<file path="src/include/can_rrs_pkg.sv">
`default_nettype none
package can_rrs_pkg;
    // Slot array geometry
    localparam int SLOTS = 16;
    localparam int SLOT_W = 4;
    localparam int ID_W = 29;
    localparam int STD_LSB = 18;
    localparam int DLC_W = 4;
    localparam int TS_W = 16;

    // Slot control code bit positions
    localparam int CTL_TR_BIT = 7;
    localparam int CTL_RR_BIT = 6;
    localparam int CTL_RM_BIT = 5;
    localparam int CTL_RL_BIT = 4;

    // Slot control codes
    localparam logic [7:0] CODE_CLEAR = 8'h00;
    localparam logic [7:0] CODE_RX_REPLY = 8'h60;
    localparam logic [7:0] CODE_RX_NOREPLY = 8'h70;

    // First and last slot of the search, first slot without auto reply in basic mode
    localparam logic [SLOT_W-1:0] FIRST_SLOT = 4'h0;
    localparam logic [SLOT_W-1:0] LAST_SLOT = 4'hF;
    localparam logic [SLOT_W-1:0] BASIC_NOREPLY_SLOT = 4'hE;

    // Reset value of all per-slot flags
    localparam logic [SLOTS-1:0] FLAGS_RST = 16'h0000;

    typedef struct packed {
        logic [ID_W-1:0] id;
        logic ide;
        logic rtr;
        logic [DLC_W-1:0] dlc;
    } rx_frame_t;

    typedef struct packed {
        logic [SLOT_W-1:0] slot;
        logic [ID_W-1:0] id;
        logic ide;
        logic [DLC_W-1:0] dlc;
    } tx_req_t;

    typedef struct packed {
        logic wr;
        logic [SLOT_W-1:0] slot;
        logic [7:0] code;
    } ctl_wr_t;

    typedef struct packed {
        logic wr;
        logic [SLOT_W-1:0] slot;
        logic [ID_W-1:0] id;
        logic ide;
    } cfg_wr_t;

    typedef enum logic [1:0] {
        ST_IDLE,
        ST_SEARCH,
        ST_STORE,
        ST_FINISH
    } rx_state_t;
endpackage
`default_nettype wire

</file>
<file path="src/rtl/slot_match.sv">
`timescale 1ns/10ps
`default_nettype none
module slot_match (
    // Slot setup
    input wire logic armed,
    input wire logic [can_rrs_pkg::ID_W-1:0] slot_id,
    input wire logic slot_ide,
    input wire logic [can_rrs_pkg::ID_W-1:0] id_mask,
    // Frame under test
    input wire can_rrs_pkg::rx_frame_t frame,
    // Result
    output logic hit
);
    logic [can_rrs_pkg::ID_W-1:0] diff;
    logic [can_rrs_pkg::ID_W-1:0] care;

    always_comb begin
        diff = (frame.id ^ slot_id) & id_mask;
        care = diff;
        // Standard frames carry no extended bits to compare
        if (!frame.ide) begin
            care[can_rrs_pkg::STD_LSB-1:0] = '0;
        end
        hit = armed && frame.rtr && (frame.ide == slot_ide) &&
              (care == '0);
    end
endmodule
`default_nettype wire

</file>
<file path="src/rtl/can_remote_rx.sv">
`timescale 1ns/10ps
`default_nettype none
module can_remote_rx (
    // Clock and reset
    input wire logic core_clk,
    input wire logic rst,
    // Software control
    input wire can_rrs_pkg::ctl_wr_t ctl,
    input wire can_rrs_pkg::cfg_wr_t cfg,
    input wire logic [can_rrs_pkg::ID_W-1:0] id_mask,
    input wire logic basic_mailbox_mode,
    input wire logic [can_rrs_pkg::SLOTS-1:0] irq_en,
    input wire logic [can_rrs_pkg::SLOTS-1:0] irq_clr,
    input wire logic [can_rrs_pkg::SLOTS-1:0] abort_req,
    input wire logic [can_rrs_pkg::SLOT_W-1:0] rd_slot,
    // Protocol engine
    input wire logic rx_valid,
    input wire can_rrs_pkg::rx_frame_t rx_frame,
    input wire logic [can_rrs_pkg::TS_W-1:0] ts_cnt,
    input wire logic intermission,
    input wire logic tx_ok,
    input wire logic tx_lost,
    // Transmit request
    output logic tx_start,
    output can_rrs_pkg::tx_req_t tx_req,
    // Slot status
    output logic [can_rrs_pkg::SLOTS-1:0] slot_active_flag,
    output logic [can_rrs_pkg::SLOTS-1:0] slot_done_flag,
    output logic [can_rrs_pkg::SLOTS-1:0] remote_active_flag,
    output logic [can_rrs_pkg::SLOTS-1:0] tx_pending,
    output logic [can_rrs_pkg::SLOTS-1:0] irq_status,
    output logic irq,
    output logic rx_busy,
    // Slot readback
    output logic [can_rrs_pkg::ID_W-1:0] rd_id,
    output logic rd_ide,
    output logic [can_rrs_pkg::DLC_W-1:0] rd_dlc,
    output logic [can_rrs_pkg::TS_W-1:0] rd_ts
);
    localparam int SL = can_rrs_pkg::SLOTS;
    localparam int SW = can_rrs_pkg::SLOT_W;
    localparam int IW = can_rrs_pkg::ID_W;
    localparam int DW = can_rrs_pkg::DLC_W;
    localparam int TW = can_rrs_pkg::TS_W;

    typedef struct packed {
        can_rrs_pkg::rx_state_t st;
        logic [SW-1:0] idx;
        can_rrs_pkg::rx_frame_t rx;
        logic [TW-1:0] rx_ts;
        logic [SL-1:0] rr;
        logic [SL-1:0] rm;
        logic [SL-1:0] rl;
        logic [SL-1:0] ra;
        logic [SL-1:0] act;
        logic [SL-1:0] done;
        logic [SL-1:0] pend;
        logic [SL-1:0] isr;
        logic [SL-1:0][IW-1:0] id;
        logic [SL-1:0] ide;
        logic [SL-1:0][DW-1:0] dlc;
        logic [SL-1:0][TW-1:0] ts;
        logic tx_busy;
        logic tx_start;
        can_rrs_pkg::tx_req_t tx;
        logic irq;
        logic rx_busy;
        logic [IW-1:0] rd_id;
        logic rd_ide;
        logic [DW-1:0] rd_dlc;
        logic [TW-1:0] rd_ts;
    } state_t;

    state_t q;
    state_t d;
    logic [SL-1:0] hit;
    logic [SL-1:0] armed;
    logic [SL-1:0] eligible;

    // A slot only competes while armed for remote reception
    assign armed = q.rr & q.rm & ~q.act;

    genvar g;
    generate
        for (g = 0; g < SL; g++) begin : g_match
            slot_match u_match (
                .armed(armed[g]),
                .slot_id(q.id[g]),
                .slot_ide(q.ide[g]),
                .id_mask(id_mask),
                .frame(q.rx),
                .hit(hit[g])
            );
        end
    endgenerate

    // Basic mode keeps the top two slots out of transmission
    always_comb begin
        eligible = q.pend;
        if (basic_mailbox_mode) begin
            eligible[SL-1] = 1'b0;
            eligible[SL-2] = 1'b0;
        end
    end

    always_comb begin
        logic [SW-1:0] s;
        logic found;
        logic reply_ok;
        s = '0;
        found = 1'b0;
        reply_ok = 1'b0;
        d = q;
        d.tx_start = 1'b0;
        // Clear first so a same-cycle hardware set wins
        d.isr = q.isr & ~irq_clr;

        // Software control code write
        if (ctl.wr) begin
            s = ctl.slot;
            d.rr[s] = ctl.code[can_rrs_pkg::CTL_RR_BIT];
            d.rm[s] = ctl.code[can_rrs_pkg::CTL_RM_BIT];
            d.rl[s] = ctl.code[can_rrs_pkg::CTL_RL_BIT];
            d.pend[s] = ctl.code[can_rrs_pkg::CTL_TR_BIT];
            d.done[s] = 1'b0;
            d.ra[s] = ctl.code[can_rrs_pkg::CTL_RM_BIT] &
                      (ctl.code[can_rrs_pkg::CTL_RR_BIT] |
                       ctl.code[can_rrs_pkg::CTL_TR_BIT]);
        end

        // Software ID setup, refused while the module holds the slot
        if (cfg.wr && !q.act[cfg.slot]) begin
            d.id[cfg.slot] = cfg.id;
            d.ide[cfg.slot] = cfg.ide;
        end

        // Receive side acceptance and store
        case (q.st)
            can_rrs_pkg::ST_IDLE: begin
                if (rx_valid) begin
                    d.rx = rx_frame;
                    d.rx_ts = ts_cnt;
                    d.idx = can_rrs_pkg::FIRST_SLOT;
                    d.st = can_rrs_pkg::ST_SEARCH;
                end
            end
            can_rrs_pkg::ST_SEARCH: begin
                if (hit[q.idx]) begin
                    d.st = can_rrs_pkg::ST_STORE;
                end else if (q.idx == can_rrs_pkg::LAST_SLOT) begin
                    d.st = can_rrs_pkg::ST_IDLE;
                end else begin
                    d.idx = q.idx + 4'h1;
                end
            end
            can_rrs_pkg::ST_STORE: begin
                d.act[q.idx] = 1'b1;
                d.done[q.idx] = 1'b1;
                // Data bytes stay as they were
                d.id[q.idx] = q.rx.id;
                d.dlc[q.idx] = q.rx.dlc;
                d.ts[q.idx] = q.rx_ts;
                d.st = can_rrs_pkg::ST_FINISH;
            end
            can_rrs_pkg::ST_FINISH: begin
                d.isr[q.idx] = 1'b1;
                d.ra[q.idx] = 1'b0;
                d.done[q.idx] = 1'b0;
                d.act[q.idx] = 1'b0;
                d.rr[q.idx] = 1'b0;
                d.rm[q.idx] = 1'b0;
                reply_ok = !q.rl[q.idx] &&
                           !(basic_mailbox_mode &&
                             q.idx >= can_rrs_pkg::BASIC_NOREPLY_SLOT);
                d.pend[q.idx] = reply_ok;
                d.st = can_rrs_pkg::ST_IDLE;
            end
            default: begin
                d.st = can_rrs_pkg::ST_IDLE;
            end
        endcase

        // Transmit selection at intermission
        if (intermission && !q.tx_busy) begin
            for (int i = SL - 1; i >= 0; i--) begin
                if (eligible[i]) begin
                    s = SW'(i);
                    found = 1'b1;
                end
            end
            if (found) begin
                d.tx_busy = 1'b1;
                d.tx_start = 1'b1;
                d.act[s] = 1'b1;
                d.tx.slot = s;
                d.tx.id = q.id[s];
                d.tx.ide = q.ide[s];
                d.tx.dlc = q.dlc[s];
            end
        end

        // Transmit outcome
        if (q.tx_busy && tx_lost) begin
            d.tx_busy = 1'b0;
            d.act[q.tx.slot] = 1'b0;
            if (abort_req[q.tx.slot]) begin
                d.pend[q.tx.slot] = 1'b0;
            end
            // Otherwise pend stays set for the next round
        end else if (q.tx_busy && tx_ok) begin
            d.tx_busy = 1'b0;
            d.act[q.tx.slot] = 1'b0;
            d.pend[q.tx.slot] = 1'b0;
            d.ra[q.tx.slot] = 1'b0;
            d.done[q.tx.slot] = 1'b1;
            d.isr[q.tx.slot] = 1'b1;
            d.ts[q.tx.slot] = ts_cnt;
        end

        d.rx_busy = (d.st != can_rrs_pkg::ST_IDLE);
        d.irq = |(d.isr & irq_en);

        // Registered readback of one slot
        d.rd_id = q.id[rd_slot];
        d.rd_ide = q.ide[rd_slot];
        d.rd_dlc = q.dlc[rd_slot];
        d.rd_ts = q.ts[rd_slot];
    end

    always_ff @(posedge core_clk or posedge rst) begin
        if (rst) begin
            q <= '0;
            q.st <= can_rrs_pkg::ST_IDLE;
            q.rr <= can_rrs_pkg::FLAGS_RST;
            q.rm <= can_rrs_pkg::FLAGS_RST;
            q.ra <= can_rrs_pkg::FLAGS_RST;
            q.act <= can_rrs_pkg::FLAGS_RST;
            q.done <= can_rrs_pkg::FLAGS_RST;
            q.pend <= can_rrs_pkg::FLAGS_RST;
            q.isr <= can_rrs_pkg::FLAGS_RST;
        end else begin
            q <= d;
        end
    end

    // Outputs straight from the state register
    assign tx_start = q.tx_start;
    assign tx_req = q.tx;
    assign slot_active_flag = q.act;
    assign slot_done_flag = q.done;
    assign remote_active_flag = q.ra;
    assign tx_pending = q.pend;
    assign irq_status = q.isr;
    assign irq = q.irq;
    assign rx_busy = q.rx_busy;
    assign rd_id = q.rd_id;
    assign rd_ide = q.rd_ide;
    assign rd_dlc = q.rd_dlc;
    assign rd_ts = q.rd_ts;
endmodule
`default_nettype wire

</file>
<file path="config.mk">
export PLATFORM = sky130hd
export DESIGN_NAME = can_remote_rx
export DESIGN_NICKNAME = d
export VERILOG_FILES = /design/src/include/can_rrs_pkg.sv /design/src/rtl/slot_match.sv /design/src/rtl/can_remote_rx.sv
export SDC_FILE = /design/constraint.sdc
export NUM_CORES = 2
export LEC_CHECK = 0
export BUFFER_PORTS_ARGS = -buffer_cell sky130_fd_sc_hd__buf_2
export CORE_ASPECT_RATIO = 0.7
export CORE_MARGIN = 3
export CORE_UTILIZATION = 50
export CTS_CLUSTER_DIAMETER = 150
export DETAILED_ROUTE_END_ITERATION = 16
export PLACE_DENSITY = 0.72
export SYNTH_ARGS = -nofsm -noshare
export SYNTH_HDL_FRONTEND = slang
export SYNTH_SLANG_ARGS = --single-unit
</file>
<file path="constraint.sdc">
create_clock -name core_clk -period 34.5 [get_ports core_clk]
set_input_delay 1.725 -clock core_clk [delete_from_list [all_inputs] [get_ports core_clk]]
set_output_delay 1.725 -clock core_clk [all_outputs]
set_load 0.02 [all_outputs]
</file>
After elaboration in Yosys (flattened, before gate mapping):

Index checks and enable logic that the tools add are counted.

* flip-flop bits (word level): 1077
* input bits: 187

* add/sub/neg operators: 1
* order comparisons: 12
* equal/unequal tests: 23
* muxes and demuxes: 136
* bitwise logic cells: 58
* reductions and logical operators: 89

Operator list (count)
* $bwmux 464: 2
* $bwmux 256: 2
* $mux 256: 2
* $mux 480: 1
* $and 29x29->29: 16
* $logic_not 29->1: 16
* $mux 464: 1
* $xor 29x29->29: 16
* $mux 18: 16
* $mux 257: 1
* $bmux 29 s4: 2
* $demux 29 s4: 2
* $and 16x16->16: 13
* $mux 16: 12
* $demux 16 s4: 2
* $mux 29: 4
* $bwmux 16: 7
* $mux 32: 3
* $or 16x16->16: 6
* $mux 4: 23
* $mux 40: 2
* $mux 80: 1
* $not 16->16: 5
* $bmux 16 s4: 1
* other kinds (31): 163

Longest topological paths before layout:

* word-level depth: 30
* depth in mapped cells: 13
* gate-level depth less buffers: 10

By module:

Synthesis repeated with hierarchy kept, for this count alone.

* cells, all modules: 6371
* area total of the unflattened synthesis: 65968.3 µm²

Modules (own cells, without submodules)
* can_remote_rx: instances 1, cells each 5571, area an instance 58841.4 µm²
* slot_match: instances 16, cells each 50, area an instance 445.4 µm²

Least setup slack after synthesis:

OpenSTA, ideal clock, no wires.

* kind: input -> register
* start point: input cfg[30] (netlist bit)
* end point: register q[425] (netlist bit)
* setup time: 0.125 ns
* data arrival time: 4.036 ns
* data required time: 34.375 ns
* path slack: 30.340 ns
* stages: 11
* path through: buf_4 > mux4_2 > mux4_2 > nor2b_1 > and2b_1 > and2_1 > buf_2 > and3_1 > buf_4 > buf_8 > mux2_2

* longest elaborated chain between the ends: 5

RTL lines
* start: declaration: line can_remote_rx.sv:9 `input wire can_rrs_pkg::cfg_wr_t cfg,`
* $lt 4x5->1 (implied by the code) or $ge 4x1->1 (tied branches): line can_remote_rx.sv:134 `d.ide[cfg.slot] = cfg.ide;`
* $logic_and 1x1->1 (implied by the code): line can_remote_rx.sv:134
* $mux 1 (implied by the code): line can_remote_rx.sv:134
* $demux 1 s4: line can_remote_rx.sv:134
* $bwmux 16: line can_remote_rx.sv:134
* end: declaration: line can_remote_rx.sv:74 `state_t q;`

Several ways; a longest one is shown, not always the timed one. The select of a mux whose other input is x is not followed.
A chain may end at the register's enable or synchronous reset.

Worst setup path in the final report:

* start point: input basic_mailbox_mode
* end point: register q (netlist bit tx_req[15])

* longest elaborated chain between the ends: 20

RTL lines
* start: declaration: line can_remote_rx.sv:11 `input wire logic basic_mailbox_mode,`
* $mux 2 *: line can_remote_rx.sv:100 `if (basic_mailbox_mode) begin`
* $mux 4 (16 in a row): line can_remote_rx.sv:186 `if (eligible[i]) begin`
* $mux 4: line can_remote_rx.sv:184 `if (intermission && !q.tx_busy) begin`
* $bmux 29 s4: line can_remote_rx.sv:196 `d.tx.id = q.id[s];`
* $mux 29 (implied by the code): line can_remote_rx.sv:196

Every way passes the cells marked *; elsewhere a longest branch is shown, timed or not. The select of a mux whose other input is x is not followed.

==> flow_metrics.tcl <==
set metrics [dict create \
    status "finished, violations left" \
    violations "max-capacitance violations, max-slew violations" \
    yosysUniqueCellTypes 74 \
    relSlewSlack -0.0384 \
    regToRegSetupSlack_ns 29.26 \
    worstSetupStartpointType "input port" \
    cts_resized 0 \
    drt-total-wl_um 290000 \
    finalCritPeriodShare 0.163 \
    gp_congestion 1.04 \
    antenna_found_initial 47 \
    synthTopCellsByArea "dfrtp_1 (40%), mux2i_1 (12%), mux4_2 (8.7%)" \
    yosys.area_share.simple 0.108 \
    area.growth.synth_to_final_pct 7.44 \
    rsz0062_at_grt "no" \
    cts_hold_buf 0 \
    synth_top_family_by_area "multiplexers" \
    r2r_end "q[1071]$_DFFE_PP0P_" \
    path_class "in -> reg" \
    cp.required_ns 35.18 \
    die-area_um2 139000 \
    crit_arrival_ns 6.29 \
    p_seq_frac 0.340 \
    die_w_um 444 \
    ir_worst_vdd_mv 0.0664 \
    pre_cts_slack_ns 28.51 \
    wl_per_cell_um 34.5 \
    die_h_um 312 \
    timing.final.max_slew_violations 3 \
    netlist_area_um2 67100 \
    clock_path_buffers 3 \
    muxShareOfSynthArea 0.226 \
    seqCellArea_um2 27000 \
    synth_top_area_frac 0.402 \
    tightest_slew_ns 1.54 \
    cp-startpoint "basic_mailbox_mode" \
    multi_input_comb_area_um2 36100 \
    worstHoldStart "q[1046]$_DFFE_PP0P_" \
    cts_tree "built" \
    grt_max_degree 158 \
    finalSetupViolations 0 \
    dr.first_iter.drc_count 11300 \
    power_leakage_nw 31.7 \
    setup_tns_ns 0 \
    synth_compound_area_frac 0.136 \
    rows 111 \
    grt_pass1_wl_um 408000 \
    postLayoutCoreUtil 0.546 \
    finClkSkew_ns 0.0467 \
    core_um2 132000 \
    hold_ws_ns 0.482 \
    fin_crit_ns 5.61 \
    p_comb_frac 0.468 \
    clock_sinks 1077 \
    drive_gt1_frac 0.167 \
    synth_edf_count 0 \
    p_sw_mw 3.21 \
    drc_errors 0 \
    track_usage 0.406 \
    reg2reg_from "q[1071]$_DFFE_PP0P_" \
    internal-power_mw 3.54 \
    cts-root-buf "clkbuf_16" \
    finalNonFillerCells 8400 \
    grt_overflow_total 0 \
    ant_nets 0 \
    r2r_cells 9 \
    synthCells 6844 \
    cp_max_fo 34 \
    grt_pass1_vias 55100 \
    synth_nets 7035 \
    fmax_mhz 178 \
    power.density_nw_per_um2 93.6 \
    port_buffers 353 \
    hp-class "reg -> reg" \
    ys.flop_type "dfrtp_1" \
    seq_area_frac_synth 0.402 \
    ctsHtreeMaxLevel 3 \
    endpoint_kind "flop" \
    ioPinCount 358 \
    yosys_warnings 0 \
    numCtsBuffers 110 \
    clk_pin_slew_ns 0.06 \
    cts_setup_buffers 0 \
    place_hpwl_um 186000 \
    fillers 11400 \
    crit_end "tx_req[15]$_DFFE_PP0P_" \
    max-cap-violations 2 \
    synth_xor_area_frac 0.0627 \
    final_nets 6724 \
    fin_ws_ns 28.89 \
    place_inst 8172 \
    start_util 0.508 \
    drt_pass1_iterations 10 \
    routed-via-count 59200 \
    synth_fa_ha_area_frac 0.000746 \
    viasPerCell 7.05 \
    async_reset_ff_frac 1.00 \
    synth_seq_cells 1077 \
    yosys.area.top_type "dfrtp_1" \
    clkLatencyLatePin_ns 0.80 \
    hold_viol 0 \
    clockPowerShare 0.191 \
    syn_area_per_cell_um2 9.80 \
    p_sw_frac 0.475 \
]
[final cells by class]
| class | instances | area share |
|---|---|---|
| clock inverters | 43 | 0.00873 |
| well taps | 1751 | 0.0304 |
| inverters | 24 | 0.00135 |
| clock buffers | 158 | 0.0443 |
| repair buffers | 488 | 0.0393 |
| multi-input cells | 4832 | 0.501 |
| flip-flops and latches | 1077 | 0.374 |
| diodes | 27 | 0.000937 |
[sequential cells by signal (all words and copies together) (netlist names)]
register,count
q,906
tx_req,38
rd_id,29
irq_status,16
rd_ts,16
remote_active_flag,16
slot_active_flag,16
slot_done_flag,16
tx_pending,16
rd_dlc,4
irq,1
rd_ide,1
rx_busy,1
tx_start,1
[layer usage]
| metal | vias to the layer above | wire [µm] | global-route usage |
|---|---|---|---|
| met4 | 36 | 17100 | 0.184 |
| met2 | 5347 | 113000 | 0.535 |
| met1 | 29100 | 108000 | 0.552 |
| li1 | 23600 | - | - |
| met3 | 1072 | 51600 | 0.203 |
| met5 | - | 359 | 0.00207 |
[Yosys cell counts (9+ instances only)]
library cell / count
dfrtp_1: 1077
mux2i_1: 813
nand2_1: 750
clkbuf_1: 562
nor2_1: 561
xor2_1: 480
a21oi_1: 463
o21ai_0: 447
mux4_2: 260
buf_4: 173
a22oi_1: 165
mux2_2: 101
nand3_1: 97
buf_2: 89
and3_1: 79
buf_1: 78
a221oi_1: 50
nor3_1: 49
a211oi_1: 47
a22o_1: 40
a222oi_1: 38
nor4_1: 34
or3_1: 29
nand2b_1: 27
nand4_1: 26
inv_1: 24
a31oi_1: 23
and2_1: 21
a21o_1: 18
a221o_1: 15
a311oi_1: 15
o22ai_1: 14
nor3b_1: 13
o2bb2ai_1: 13
o32a_1: 12
nor2b_1: 9
[worst min path at each step]
stage                          end  depth (start not counted)  slack, ns
3_3_place_gp   q[1046]$_DFFE_PP0P_                          2       0.47
2_1_floorplan  q[1040]$_DFFE_PP0P_                          2       0.47
5_1_grt        q[1045]$_DFFE_PP0P_                          2       0.51
3_5_place_dp   q[1046]$_DFFE_PP0P_                          2       0.47
4_1_cts        q[1046]$_DFFE_PP0P_                          2       0.48
6_report       q[1046]$_DFFE_PP0P_                          2       0.48
[placed cells by master (no fill, tap or decap), drive strengths merged, types with 18 or more instances in the layout]
master and count:
a21oi 463, a22oi 165, and3 79, nand4 26
inv 26, nand2 750, nor2 563, clkbuf 158
nor4 34, diode 27, a222oi 38, nand2b 27
dfrtp 1077, o21ai 448, a221oi 51, a31oi 24
a22o 40, nand3 97, clkinv 26, mux2 101
a211oi 47, and2 21, xor2 480, mux4 260
mux2i 813, or3 29, nor3 49, buf 488
a21o 18
[cells by family after synthesis]
family	Yosys count
flip-flops	1077
buffers and inverters	935
multiplexers	1174
AND/OR/NAND/NOR	1710
XOR/XNOR	480
AO/OA/AOI/OAI	1464
adder cells (fa/ha/maj)	4
[worst max-delay path: stages]
cell,delay (ns)
buf_2,0.16
nand2b_1,0.13
a21oi_1,0.08
o31ai_1,0.75
a221oi_2,0.20
o31ai_4,0.27
buf_4,0.75
a21o_2,0.84
buf_4,0.66
a222oi_1,0.21
o32ai_1,0.25
o41a_1,0.21
[power by group through the flow]
stage | clock, mW | sequential [mW] | combinational [mW]
after floorplan | 0 | 2.03 | 2.12
after global placement | 0 | 2.25 | 2.91
after detailed placement | 0 | 2.28 | 2.96
after CTS | 1.29 | 2.26 | 2.97
after global routing | 1.34 | 2.33 | 3.24
final | 1.29 | 2.30 | 3.16
[stage by stage]
| stage | area, µm² | power (mW) |
|---|---|---|
| 2_1_floorplan | 67100 | 4.14 |
| 4_1_cts | 72000 | 6.52 |
| 3_3_place_gp | 68200 | 5.16 |
| 6_report | 72100 | 6.75 |
| 5_1_grt | 72000 | 6.92 |
| 3_5_place_dp | 68200 | 5.24 |
Power figures use the tool's default switching activity.
